[src/psr_pkg.sv]
// constants and types shared by the parameter save/restore block
package psr_pkg;

  // ******************************************************
  // register port and object addresses
  // ******************************************************
  localparam int          AW          = 24;
  localparam int          DW          = 32;
  localparam logic [15:0] OBJ_STORE   = 16'h1010;
  localparam logic [15:0] OBJ_RESTORE = 16'h1011;
  localparam logic [15:0] OBJ_MARKER  = 16'h1020;
  localparam logic [15:0] OBJ_REBOOT  = 16'h2800;
  localparam logic [15:0] OBJ_IRQ     = 16'h5F00;
  localparam logic [7:0]  SUB_ALL     = 8'h01;
  localparam logic [7:0]  SUB_FIRST   = 8'h02;
  localparam logic [7:0]  SUB_LAST    = 8'h06;
  localparam logic [7:0]  SUB_MARK2   = 8'h02;
  localparam logic [7:0]  SUB_STAT    = 8'h01;
  localparam logic [7:0]  SUB_MASK    = 8'h02;

  // ******************************************************
  // keys and entry values
  // ******************************************************
  localparam logic [31:0] KEY_SAVE   = 32'h65766173;
  localparam logic [31:0] KEY_LOAD   = 32'h64616F6C;
  localparam logic [31:0] KEY_BOOT   = 32'h746F6F62;
  localparam logic [31:0] ENTRY_DONE = 32'h00000001;
  localparam logic [31:0] ENTRY_RST  = 32'h00000001;
  localparam logic [31:0] MARK_RST   = 32'h00000000;

  // ******************************************************
  // categories: comm, application, user, movement, tuning
  // ******************************************************
  localparam int        NCAT         = 5;
  localparam logic [4:0] CATS_ALL     = 5'h1F;
  localparam logic [4:0] CATS_FACTORY = 5'h0F;
  localparam logic [4:0] CATS_NONE    = 5'h00;

  // ******************************************************
  // interrupt status bits
  // ******************************************************
  localparam int IW       = 3;
  localparam int IRQ_SAVE = 0;
  localparam int IRQ_DISC = 1;
  localparam int IRQ_MARK = 2;

  // ******************************************************
  // timing
  // ******************************************************
  localparam int CLK_HZ      = 25_000_000;
  localparam int SAVE_MS     = 2000;
  localparam int DISC_MS     = 100;
  localparam int SAVE_CYC    = (CLK_HZ / 1000) * SAVE_MS;
  localparam int DISC_CYC    = (CLK_HZ / 1000) * DISC_MS;
  localparam int RESTART_NS  = 1000;
  localparam int RESTART_CYC =
    (RESTART_NS * (CLK_HZ / 1_000_000) + 999) / 1000;
  localparam int CW          = 27;

  typedef enum logic [1:0] {
    ST_IDLE = 2'h0,
    ST_RUN  = 2'h1,
    ST_DONE = 2'h3
  } psr_state_t;

  // category mask of a store or restore entry
  function automatic logic [4:0] cat_of(input logic [7:0] sub,
                                        input logic       rst);
    logic [4:0] m;
    m = CATS_NONE;
    if (sub == SUB_ALL) begin
      m = rst ? CATS_FACTORY : CATS_ALL;
    end else if (sub >= SUB_FIRST && sub <= SUB_LAST) begin
      m = 5'h01 << 3'(sub - SUB_FIRST);
    end
    return m;
  endfunction

  // true for a category entry subindex 01..06
  function automatic logic is_entry(input logic [7:0] sub);
    return (sub >= SUB_ALL) && (sub <= SUB_LAST);
  endfunction

endpackage

[src/psr_nv_store.sv]
// non-volatile image engine: timed commit and discard of categories
`timescale 1ns/1ps
module psr_nv_store import psr_pkg::*; #(
  parameter int SAVE_T = SAVE_CYC,
  parameter int DISC_T = DISC_CYC
) (
  input  wire logic          clk_in,
  input  wire logic          nrst_in,
  input  wire logic          start_in,
  input  wire logic          discard_in,
  input  wire logic [4:0]    cats_in,
  input  wire logic [DW-1:0] mark0_in,
  input  wire logic [DW-1:0] mark1_in,
  output logic               done_out,
  output logic [4:0]         saved_out,
  output logic [DW-1:0]      smark0_out,
  output logic [DW-1:0]      smark1_out
);
  logic [CW-1:0] cnt_q;
  logic          run_q;
  logic          disc_q;
  logic [4:0]    cats_q;
  logic [DW-1:0] m0_q;
  logic [DW-1:0] m1_q;

  // the commit is timed as a whole; a partial image never shows
  always_ff @(posedge clk_in or negedge nrst_in) begin
    if (!nrst_in) begin
      run_q    <= 1'b0;
      disc_q   <= 1'b0;
      cats_q   <= CATS_NONE;
      cnt_q    <= '0;
      done_out <= 1'b0;
      m0_q     <= MARK_RST;
      m1_q     <= MARK_RST;
    end else begin
      done_out <= 1'b0;
      if (start_in && !run_q) begin
        run_q  <= 1'b1;
        disc_q <= discard_in;
        cats_q <= cats_in;
        m0_q   <= mark0_in;
        m1_q   <= mark1_in;
        cnt_q  <= discard_in ? CW'(DISC_T - 1) : CW'(SAVE_T - 1);
      end else if (run_q) begin
        if (cnt_q == '0) begin
          run_q    <= 1'b0;
          done_out <= 1'b1;
        end else begin
          cnt_q <= cnt_q - 1'b1;
        end
      end
    end
  end

  always_ff @(posedge clk_in or negedge nrst_in) begin
    if (!nrst_in) begin
      saved_out  <= CATS_NONE;
      smark0_out <= MARK_RST;
      smark1_out <= MARK_RST;
    end else if (run_q && cnt_q == '0) begin
      if (disc_q) begin
        saved_out <= saved_out & ~cats_q;
        if (cats_q == CATS_FACTORY) begin
          smark0_out <= MARK_RST;
          smark1_out <= MARK_RST;
        end
      end else begin
        saved_out <= saved_out | cats_q;
        if (cats_q == CATS_ALL) begin
          smark0_out <= m0_q;
          smark1_out <= m1_q;
        end
      end
    end
  end
endmodule

[src/psr_restart.sv]
// controller restart sequencer: timed restart level, then a reload pulse
`timescale 1ns/1ps
module psr_restart import psr_pkg::*; (
  input  wire logic clk_in,
  input  wire logic nrst_in,
  input  wire logic trig_in,
  output logic      restart_out,
  output logic      reload_out
);
  logic [7:0] cnt_q;

  always_ff @(posedge clk_in or negedge nrst_in) begin
    if (!nrst_in) begin
      restart_out <= 1'b0;
      reload_out  <= 1'b0;
      cnt_q       <= 8'h00;
    end else begin
      reload_out <= 1'b0;
      if (trig_in && !restart_out) begin
        restart_out <= 1'b1;
        cnt_q       <= 8'(RESTART_CYC - 1);
      end else if (restart_out) begin
        if (cnt_q == 8'h00) begin
          restart_out <= 1'b0;
          reload_out  <= 1'b1;
        end else begin
          cnt_q <= cnt_q - 8'h01;
        end
      end
    end
  end
endmodule

[src/psr_top.sv]
// parameter save/restore block: store, discard, marker and restart
`timescale 1ns/1ps
module psr_top import psr_pkg::*; #(
  parameter int SAVE_T = SAVE_CYC,
  parameter int DISC_T = DISC_CYC
) (
  input  wire logic          clk_in,
  input  wire logic          nrst_in,
  input  wire logic [AW-1:0] addr_in,
  input  wire logic [DW-1:0] wdata_in,
  input  wire logic          wr_in,
  input  wire logic          rd_in,
  input  wire logic          savable_wr_in,
  output logic [DW-1:0]      rdata_out,
  output logic               irq_out,
  output logic               busy_out,
  output logic               restart_out,
  output logic [4:0]         use_saved_out
);

  // ******************************************************
  // address decode
  // ******************************************************
  logic [15:0] a_obj;
  logic [7:0]  a_sub;
  logic        wr_store;
  logic        wr_rest;
  logic        wr_mark;
  logic        wr_boot;
  logic        wr_stat;
  logic        wr_mask;

  assign a_obj    = addr_in[23:8];
  assign a_sub    = addr_in[7:0];
  assign wr_store = wr_in && a_obj == OBJ_STORE && is_entry(a_sub);
  assign wr_rest  = wr_in && a_obj == OBJ_RESTORE && is_entry(a_sub);
  assign wr_mark  = wr_in && a_obj == OBJ_MARKER
                    && a_sub >= SUB_ALL && a_sub <= SUB_MARK2;
  assign wr_boot  = wr_in && a_obj == OBJ_REBOOT && a_sub == SUB_ALL;
  assign wr_stat  = wr_in && a_obj == OBJ_IRQ && a_sub == SUB_STAT;
  assign wr_mask  = wr_in && a_obj == OBJ_IRQ && a_sub == SUB_MASK;

  // ******************************************************
  // request acceptance
  // ******************************************************
  psr_state_t state_q;
  logic       idle;
  logic       go_save;
  logic       go_disc;
  logic       start;
  logic       nv_done;
  logic       reload;
  logic       boot_trig;

  assign idle    = state_q == ST_IDLE && !restart_out;
  // a non-key value is only stored, it launches nothing
  assign go_save = idle && wr_store && wdata_in == KEY_SAVE;
  assign go_disc = idle && wr_rest && wdata_in == KEY_LOAD;
  assign start   = go_save || go_disc;
  assign boot_trig = wr_boot && wdata_in == KEY_BOOT;

  // ******************************************************
  // operation sequencer
  // ******************************************************
  logic       op_disc_q;
  logic [7:0] op_sub_q;
  logic [4:0] op_cats_q;

  always_ff @(posedge clk_in or negedge nrst_in) begin
    if (!nrst_in) begin
      state_q <= ST_IDLE;
    end else begin
      case (state_q)
        ST_IDLE: begin
          if (start) begin
            state_q <= ST_RUN;
          end
        end
        ST_RUN: begin
          if (nv_done) begin
            state_q <= ST_DONE;
          end
        end
        ST_DONE: begin
          state_q <= ST_IDLE;
        end
        default: begin
          state_q <= ST_IDLE;
        end
      endcase
    end
  end

  always_ff @(posedge clk_in or negedge nrst_in) begin
    if (!nrst_in) begin
      op_disc_q <= 1'b0;
      op_sub_q  <= 8'h00;
      op_cats_q <= CATS_NONE;
    end else if (start) begin
      op_disc_q <= go_disc;
      op_sub_q  <= a_sub;
      op_cats_q <= cat_of(a_sub, go_disc);
    end
  end

  always_ff @(posedge clk_in or negedge nrst_in) begin
    if (!nrst_in) begin
      busy_out <= 1'b0;
    end else begin
      // stays high through the write-back of 1, so software
      // that sees busy low also sees the entry at 1
      busy_out <= start || state_q == ST_RUN;
    end
  end

  // ******************************************************
  // store and restore entries
  // ******************************************************
  logic [DW-1:0] store_q [1:6];
  logic [DW-1:0] rest_q  [1:6];

  generate
    for (genvar g = 1; g <= 6; g++) begin : g_ent
      always_ff @(posedge clk_in or negedge nrst_in) begin
        if (!nrst_in) begin
          store_q[g] <= ENTRY_RST;
        end else if (state_q == ST_DONE && !op_disc_q
                     && op_sub_q == 8'(g)) begin
          store_q[g] <= ENTRY_DONE;
        end else if (idle && wr_store && a_sub == 8'(g)) begin
          store_q[g] <= wdata_in;
        end
      end

      always_ff @(posedge clk_in or negedge nrst_in) begin
        if (!nrst_in) begin
          rest_q[g] <= ENTRY_RST;
        end else if (state_q == ST_DONE && op_disc_q
                     && op_sub_q == 8'(g)) begin
          rest_q[g] <= ENTRY_DONE;
        end else if (idle && wr_rest && a_sub == 8'(g)) begin
          rest_q[g] <= wdata_in;
        end
      end
    end
  endgenerate

  // ******************************************************
  // non-volatile image and restart
  // ******************************************************
  logic [4:0]    saved;
  logic [DW-1:0] smark0;
  logic [DW-1:0] smark1;
  logic [DW-1:0] mark_q [1:2];

  psr_nv_store #(
    .SAVE_T (SAVE_T),
    .DISC_T (DISC_T)
  ) u_nv (
    .clk_in     (clk_in),
    .nrst_in    (nrst_in),
    .start_in   (start),
    .discard_in (go_disc),
    .cats_in    (cat_of(a_sub, go_disc)),
    .mark0_in   (mark_q[1]),
    .mark1_in   (mark_q[2]),
    .done_out   (nv_done),
    .saved_out  (saved),
    .smark0_out (smark0),
    .smark1_out (smark1)
  );

  psr_restart u_rst (
    .clk_in      (clk_in),
    .nrst_in     (nrst_in),
    .trig_in     (boot_trig),
    .restart_out (restart_out),
    .reload_out  (reload)
  );

  // working set follows the image only at restart
  always_ff @(posedge clk_in or negedge nrst_in) begin
    if (!nrst_in) begin
      use_saved_out <= CATS_NONE;
    end else if (reload) begin
      use_saved_out <= saved;
    end
  end

  logic [DW-1:0] boot_q;

  always_ff @(posedge clk_in or negedge nrst_in) begin
    if (!nrst_in) begin
      boot_q <= MARK_RST;
    end else if (wr_boot) begin
      boot_q <= wdata_in;
    end
  end

  // ******************************************************
  // configuration marker
  // ******************************************************
  logic mark_clr;

  // store 01 and the marker itself are exempt from clearing
  assign mark_clr = savable_wr_in || wr_boot
                    || (wr_store && a_sub != SUB_ALL);

  generate
    for (genvar m = 1; m <= 2; m++) begin : g_mark
      always_ff @(posedge clk_in or negedge nrst_in) begin
        if (!nrst_in) begin
          mark_q[m] <= MARK_RST;
        end else if (reload) begin
          mark_q[m] <= (m == 1) ? smark0 : smark1;
        end else if (mark_clr) begin
          mark_q[m] <= MARK_RST;
        end else if (wr_mark && a_sub == 8'(m)) begin
          mark_q[m] <= wdata_in;
        end
      end
    end
  endgenerate

  // ******************************************************
  // interrupts
  // ******************************************************
  logic [IW-1:0] stat_q;
  logic [IW-1:0] mask_q;
  logic [IW-1:0] ev;
  logic          mark_nz;

  assign mark_nz = mark_q[1] != MARK_RST || mark_q[2] != MARK_RST;
  assign ev[IRQ_SAVE] = state_q == ST_DONE && !op_disc_q;
  assign ev[IRQ_DISC] = state_q == ST_DONE && op_disc_q;
  assign ev[IRQ_MARK] = mark_clr && mark_nz && !reload;

  // an event in the clearing cycle stays set
  always_ff @(posedge clk_in or negedge nrst_in) begin
    if (!nrst_in) begin
      stat_q <= '0;
    end else begin
      stat_q <= (stat_q & ~(wr_stat ? wdata_in[IW-1:0] : '0)) | ev;
    end
  end

  always_ff @(posedge clk_in or negedge nrst_in) begin
    if (!nrst_in) begin
      mask_q <= '0;
    end else if (wr_mask) begin
      mask_q <= wdata_in[IW-1:0];
    end
  end

  always_ff @(posedge clk_in or negedge nrst_in) begin
    if (!nrst_in) begin
      irq_out <= 1'b0;
    end else begin
      irq_out <= |(((stat_q & ~(wr_stat ? wdata_in[IW-1:0] : '0))
                   | ev) & (wr_mask ? wdata_in[IW-1:0] : mask_q));
    end
  end

  // ******************************************************
  // read port
  // ******************************************************
  logic [DW-1:0] rd_d;

  always_comb begin
    rd_d = '0;
    if (a_obj == OBJ_STORE && is_entry(a_sub)) begin
      rd_d = store_q[3'(a_sub)];
    end else if (a_obj == OBJ_RESTORE && is_entry(a_sub)) begin
      rd_d = rest_q[3'(a_sub)];
    end else if (a_obj == OBJ_MARKER && a_sub == SUB_ALL) begin
      rd_d = mark_q[1];
    end else if (a_obj == OBJ_MARKER && a_sub == SUB_MARK2) begin
      rd_d = mark_q[2];
    end else if (a_obj == OBJ_REBOOT && a_sub == SUB_ALL) begin
      rd_d = boot_q;
    end else if (a_obj == OBJ_IRQ && a_sub == SUB_STAT) begin
      rd_d = {{(DW-IW){1'b0}}, stat_q};
    end else if (a_obj == OBJ_IRQ && a_sub == SUB_MASK) begin
      rd_d = {{(DW-IW){1'b0}}, mask_q};
    end
  end

  always_ff @(posedge clk_in or negedge nrst_in) begin
    if (!nrst_in) begin
      rdata_out <= '0;
    end else if (rd_in) begin
      rdata_out <= rd_d;
    end else begin
      rdata_out <= '0;
    end
  end

endmodule

[config.mk]
export PLATFORM = sky130hd
export DESIGN_NAME = psr_top
export DESIGN_NICKNAME = d
export VERILOG_FILES = /design/src/psr_pkg.sv /design/src/psr_nv_store.sv /design/src/psr_restart.sv /design/src/psr_top.sv
export SDC_FILE = /design/constraint.sdc
export NUM_CORES = 1
export LEC_CHECK = 0
export ABC_AREA = 0
export BUFFER_PORTS_ARGS = -buffer_cell sky130_fd_sc_hd__buf_4
export CAP_MARGIN = 40
export CORE_MARGIN = 3
export CORE_UTILIZATION = 42
export CTS_BUF_LIST = sky130_fd_sc_hd__clkbuf_16
export DETAILED_ROUTE_END_ITERATION = 8
export PLACE_DENSITY = 0.64
export SETUP_SLACK_MARGIN = 0.5
export SYNTH_ARGS = -nofsm -noshare
export SYNTH_HDL_FRONTEND = slang
export SYNTH_SLANG_ARGS = --single-unit
[constraint.sdc]
create_clock -name clk_in -period 4.15 [get_ports clk_in]
set_input_delay 0.83 -clock clk_in [delete_from_list [all_inputs] [get_ports clk_in]]
set_output_delay 0.83 -clock clk_in [all_outputs]
set_load 0.02 [all_outputs]
Word level (Yosys, flattened, before mapping)
Index checks and enable logic that the tools add are counted.
{"block": "totals", "output_inout_bits": 40, "register_bits": 714, "inputBits": 61, "elab_cells": 258}
{"block": "op_classes", "muxes": 77, "n_shift": 1, "magnitude_cmp": 5, "n_reduce_logical": 97, "eq_ne": 30, "n_bitwise": 8, "addsub": 3}
{"cell": "$mux 32", "count": 46}
{"cell": "$bmux 32 s3", "count": 2}
{"cell": "$eq 32x31->1 const B", "count": 3}
{"cell": "$mux 27", "count": 3}
{"cell": "$reduce_bool 32->1", "count": 2}
{"cell": "$logic_and 1x1->1", "count": 61}
{"cell": "$eq 16x13->1 const B", "count": 3}
{"cell": "$eq 8x3->1 const B", "count": 6}
{"cell": "$eq 8x2->1 const B", "count": 4}
{"cell": "$reduce_bool 2->1", "count": 15}
{"cell": "$logic_not 27->1", "count": 1}
{"cell": "$sub 27x1->27 const B", "count": 1}
{"cell": "$mux 26", "count": 1}
{"cell": "$mux 8", "count": 3}
{"cell": "$mux 5", "count": 4}
{"cell": "$eq 16x14->1 const B", "count": 1}
{"cell": "$eq 16x15->1 const B", "count": 1}
{"cell": "$eq 8x1->1 const B", "count": 2}
{"cell": "$mux 1", "count": 12}
{"cell": "$mux 3", "count": 3}
{"cell": "$ge 8x1->1 const B", "count": 1}
{"cell": "$ge 8x2->1 const B", "count": 1}
{"cell": "$le 8x2->1 const B", "count": 1}
{"cell": "$le 8x3->1 const B", "count": 1}
{"cell": "28 further kinds", "count": 43}

Logic depth before layout (Yosys ltp)
{"block": "logic_depth", "word_depth": 10, "ltp_mapped": 12, "mapped_depth_nobuf": 8}

Cells and area by module
A second synthesis with hierarchy kept.
{"block": "unflattened", "hier_cells": 3551, "area_unflattened_um2": 33268.2}
{"module": "psr_top", "cells_per_inst": 2729, "area_per_inst_um2": 25498.2, "n_inst": 1}
{"module": "psr_nv_store", "cells_per_inst": 769, "area_per_inst_um2": 7210.7, "n_inst": 1}
{"module": "psr_restart", "cells_per_inst": 53, "area_per_inst_um2": 559.3, "n_inst": 1}

Least setup slack after synthesis
No wires, ideal clock.
{"block": "synth_timing", "path_type": "in2reg", "from": "in addr_in[2]", "to": "reg mark_q[24] (netlist name)", "setup_slack_ps": 893, "t_arrival_ps": 3121, "n_path_buf": 4, "stages": 11, "setup_time_ps": 136, "path_cell_list": "buf_2 -> clkinv_1 -> clkbuf_1 -> ha_1 -> nor2b_1 -> clkbuf_1 -> nand2_1 -> a2111oi_2 -> buf_2 -> mux2i_1 -> o21ai_0"}
{"block": "synth_via", "elab_chain_len": 7}
{"item": "from (decl)", "line": "psr_top.sv:9", "rtl": "input wire logic [AW-1:0] addr_in,"}
{"item": "$ge 8x1->1 / $le 8x3->1 (equally long branches)", "line": "psr_pkg.sv:81, psr_top.sv:38"}
{"item": "$logic_and 1x1->1", "line": "psr_pkg.sv:81", "rtl": "return (sub >= SUB_ALL) && (sub <= SUB_LAST);"}
{"item": "$logic_and 1x1->1", "line": "psr_top.sv:35", "rtl": "assign wr_store = wr_in && a_obj == OBJ_STORE && is_entry(a_sub);"}
{"item": "$logic_and 1x1->1", "line": "psr_top.sv:207", "rtl": "|| (wr_store && a_sub != SUB_ALL);"}
{"item": "$logic_or 1x1->1", "line": "psr_top.sv:207"}
{"item": "$mux 32", "line": "psr_top.sv:216", "rtl": "end else if (mark_clr) begin"}
{"item": "$mux 32", "line": "psr_top.sv:214", "rtl": "end else if (reload) begin"}
{"item": "to (signal, indexed assignment)", "line": "psr_top.sv:215", "rtl": "mark_q[m] <= (m == 1) ? smark0 : smark1;"}
{"item": "to (signal, indexed assignment)", "line": "psr_top.sv:219", "rtl": "mark_q[m] <= wdata_in;"}
{"item": "to (decl)", "line": "psr_top.sv:154", "rtl": "logic [DW-1:0] mark_q [1:2];"}
Several ways; a longest one is shown, not always the timed one.
A chain may end at the register's enable or synchronous reset.

Worst setup path in the final report
{"block": "layout_timing", "from": "in addr_in[1]", "to": "reg rest_q[166] (netlist name)"}
{"block": "layout_via", "elab_chain_len": 6}
{"item": "$ge 8x1->1 / $le 8x3->1 (equally long branches)", "line": "psr_pkg.sv:81"}
{"item": "$logic_and 1x1->1", "line": "psr_pkg.sv:81"}
{"item": "$logic_and 1x1->1", "line": "psr_top.sv:36", "rtl": "assign wr_rest = wr_in && a_obj == OBJ_RESTORE && is_entry(a_sub);"}
{"item": "$logic_and 1x1->1", "line": "psr_top.sv:141", "rtl": "end else if (idle && wr_rest && a_sub == 8'(g)) begin"}
{"item": "$logic_and 1x1->1 *", "line": "psr_top.sv:141"}
{"item": "$reduce_bool 2->1 (no line) *"}
{"item": "to (signal, indexed assignment)", "line": "psr_top.sv:142", "rtl": "rest_q[g] <= wdata_in;"}
{"item": "to (decl)", "line": "psr_top.sv:120", "rtl": "logic [DW-1:0] rest_q [1:6];"}
Every way passes the cells marked *; elsewhere a longest branch is shown, timed or not.

==> qor.csv <==
stage,metric,value,unit
synth,ys_types,73,
setup_path,worstRegToRegCells,6,
synth,syn_area,0.0329,mm2
worst_hold_path,hold_class,primary input to asynchronous set/reset pin,
cells_and_area,diodes,0,
timing,max-slew-margin-rel,44.9,%
synth,synth.net_count,3576,
cells_and_area,most_frequent_standard_cell_in_the_layout_excluding_fill_and_tap_cells,nand2_1,
timing,final_hold_vio_count,0,
timing,timing.clock.skew,22.7,ps
clock_network,clock-root-buffer,clkbuf_16,
timing,final.period_utilization,72.0,%
cells_and_area,layout-area-overhead-vs-synth,14.2,%
flow_run,maxCapViolCount,0,
clock_network,clk_path_buf_depth,3,
setup_path,cp_data_arrival_time,3540,ps
timing,max_freq,0.335,GHz
synth,number_of_enable_type_register_cells_in_the_synthesized_netlist,0,
setup_path,critical_path_buf_inv_count,2,
routing,drtAntennaViolNets,0,
timing,worst_hold_slack,297,ps
clock_network,cts_resized,0,
synth,syn_area_per_cell,9.36,um2
cells_and_area,area_of_combinational_cells_with_multiple_inputs,0.0140,mm2
pwr,totalPowerFinal,14.2,mW
floorplan,floorplan.core_area,0.0767,mm2
clock_network,cts.clk_slew.worst_paths,60,ps
routing,wl_per_cell,22.9,um
clock_network,clk-insertion-delay-late,620,ps
timing,timing.final.setup_violations,0,
clock_network,clock_tree_from_tritoncts,yes,
grt,grt_max_degree,129,
cells_and_area,finalNonFillerCells,4594,
cells_and_area,final_nets,3570,
cells_and_area,final-seq-area,0.0179,mm2
place,hpwl,63300,um
floorplan,fp.dieArea,0.0816,mm2
clock_network,cts.sinks,714,
grt,gr-usage-all-layers,25.7,%
setup_path,r2r-start,op_sub_q[5],
setup_path,path_common_cell,buf_4,
setup_path,criticalPathCategory,primary input to flip-flop,
grt,number_of_global_route_vias_before_repair,25800,
pwr,irDropWorstVdd,242,uV
setup_path,cpMaxStageDelayCell,a31oi_4,
floorplan,initial_utilization,42.8,%
routing,first_pass_iters,6,
routing,drt-vias-per-instance,5.74,
clock_network,cts_hold_buffers,0,
synth,yosysSeqAreaShare,54.4,%
synth,postSynthCellCount,3511,
setup_path,worst_path_largest_cell_delay,650,ps
timing,timing_worst_slew_pin_value,824,ps
setup_path,critPathCaptureType,flip-flop,
routing,postRouteWirelength,105000,um
setup_path,critical_path.cell_chain,"buf_4, a21boi_0, o2111ai_2, or2_0, nor4_4, a31oi_4, buf_4, a22o_1",
setup_path,critPathMaxFanout,26,
timing,grt_setup_unrepaired,false,
place,io_buffers,100,
floorplan,core.rowCount,101,
cells_and_area,most-common-layout-cells,"nand2_1 (1295), dfrtp_1 (700), buf_4 (171)",
setup_path,regToRegSetupSlack,1220,ps
timing,setup_total_negative_slack,0,ps
floorplan,i_o_pin_count,101,
cells_and_area,post_route_cells_drive_above_1_share,14.7,%
clock_network,cts_setup_buffers,0,
setup_path,start_kind,primary input,
setup_path,worstPathRequired,4700,ps
pwr,leak_pwr,18.1,nW
place,detailed_place.area,0.0352,mm2
clock_network,cts.htree.levels,3,
grt,gr-total-overflow,0,
floorplan,die_w,286,um
clock_network,tritoncts.num_buffers,76,
setup_path,worst_path_dominant_cell_family,compound AO/OA/AOI/OAI gates,
routing,drc,0,
synth,ys_ff_latch,714,
cells_and_area,filler_cell_count,7168,
place,dp_cells,4457,
floorplan,die-height,286,um
synth,synth_async_sr_flop_share,100,%
routing,drt-initial-drc-count,2917,
outcome,outcome,completed,
routing,route.vias.total,26300,
synth,ys_dominant_reg_cell,dfrtp_1,
setup_path,worstReg2RegEnd,rest_q[166],
timing,final_critical_delay_including_setup_and_external_delays,2990,ps
pwr,power_density,378,mW/mm2
timing,maxSlewViolCount,0,
cells_and_area,post-route-cell-area,0.0375,mm2
synth,yosys_warnings,0,
grt,global_route_wire_length_before_repair,162000,um
grt,grt_antenna_before_repair,5,
place,place_congestion,0.887,
worst max path at each step:
| stage | startpoint | to | cells past startpoint | slack, ps |
|---|---|---|---|---|
| finish | addr_in[1] | rest_q[166] | 8 | 1160 |
| global route | addr_in[9] | u_nv.cnt_q[14] | 7 | 1010 |
| CTS | u_nv.cnt_q[21] | u_nv.smark0_out[6] | 7 | 1200 |
| detailed placement | addr_in[9] | u_nv.cnt_q[23] | 7 | 560 |
| global placement | addr_in[9] | u_nv.cnt_q[23] | 7 | 610 |
| floorplan | addr_in[2] | mark_q[24] | 11 | 890 |
cell families (layout without fill, tap and decap cells):
family                   after synthesis  in the layout  synth area share (%)
AO/OA/AOI/OAI                        567            567                  11.9
adder cells (fa/ha/maj)                4              4                 0.152
multiplexers                         230            230                  7.63
XOR/XNOR                              27             27                 0.720
AND/OR/NAND/NOR                     1663           1663                  21.5
buffers and inverters                306            359                  3.74
flip-flops                           714            714                  54.4
synth_stat cells, types with 6 or more instances:
| library cell | n | area, um2 |
|---|---|---|
| o2bb2ai_1 | 29 | 254 |
| a22oi_1 | 8 | 60.1 |
| xor2_1 | 8 | 70.1 |
| a22o_1 | 66 | 578 |
| nand2b_1 | 71 | 444 |
| nand3_1 | 14 | 70.1 |
| or4_1 | 13 | 97.6 |
| a221oi_1 | 121 | 1060 |
| nor3b_1 | 9 | 67.6 |
| xnor2_1 | 19 | 166 |
| mux2i_1 | 67 | 671 |
| a21o_1 | 9 | 67.6 |
| o21ai_1 | 37 | 185 |
| nand4_1 | 12 | 75.1 |
| buf_1 | 8 | 30.0 |
| a21oi_1 | 62 | 310 |
| nor2_1 | 55 | 206 |
| dfstp_2 | 12 | 315 |
| a21boi_0 | 32 | 240 |
| and2_1 | 16 | 100 |
| clkbuf_1 | 241 | 905 |
| nor4_2 | 6 | 75.1 |
| buf_2 | 33 | 165 |
| mux2_2 | 163 | 1840 |
| nor4_1 | 31 | 194 |
| nand2_1 | 1295 | 4860 |
| nor3_1 | 92 | 460 |
| o21ai_0 | 170 | 851 |
| dfrtp_1 | 702 | 17600 |
| or3_1 | 10 | 62.6 |
| inv_1 | 18 | 67.6 |
cell type report:
class / count / share of cell area, %
Sequential cell: 714 / 47.7
Inverter: 19 / 0.190
Tap cell: 1030 / 3.43
Timing Repair Buffer: 203 / 5.11
Multi-Input combinational cell: 2491 / 37.3
Clock buffer: 81 / 5.40
Clock inverter: 56 / 0.913
report_power, final:
| group | switching (mW) | leakage [nW] | internal (mW) |
|---|---|---|---|
| registers | 0.0000653 | 9.78 | 6.96 |
| logic | 0.492 | 7.04 | 0.160 |
| clock network | 2.83 | 1.23 | 3.75 |
per-stage QoR:
stage	worst slack [ps]	util (%)
detailed placement	563	45.8
CTS	1200	48.9
finish	1160	48.9
global route	1010	48.9
floorplan	893	-
global placement	607	45.8
state kept, by name, summed over array words and instances, names as in the netlist, 2 cells and up, named ones only:
register	cells
stat_q	3
op_sub_q	8
mark_q	64
boot_q	32
mask_q	3
u_nv.smark0_out	32
u_rst.cnt_q	8
rest_q	192
u_nv.cnt_q	27
rdata_out	32
u_nv.m0_q	32
u_nv.cats_q	5
use_saved_out	5
state_q	2
u_nv.m1_q	32
u_nv.smark1_out	32
store_q	192
layer usage:
layer	part of all wire (%)	GRT usage, %	vias up
met1	45	37.8	13200
met4	3.0	8.00	4
met2	44	38.0	1119
met3	8.7	5.43	182
met5	0.026	0	-
li1	-	-	11900
No activity file was read; power rests on OpenSTA's default activity.
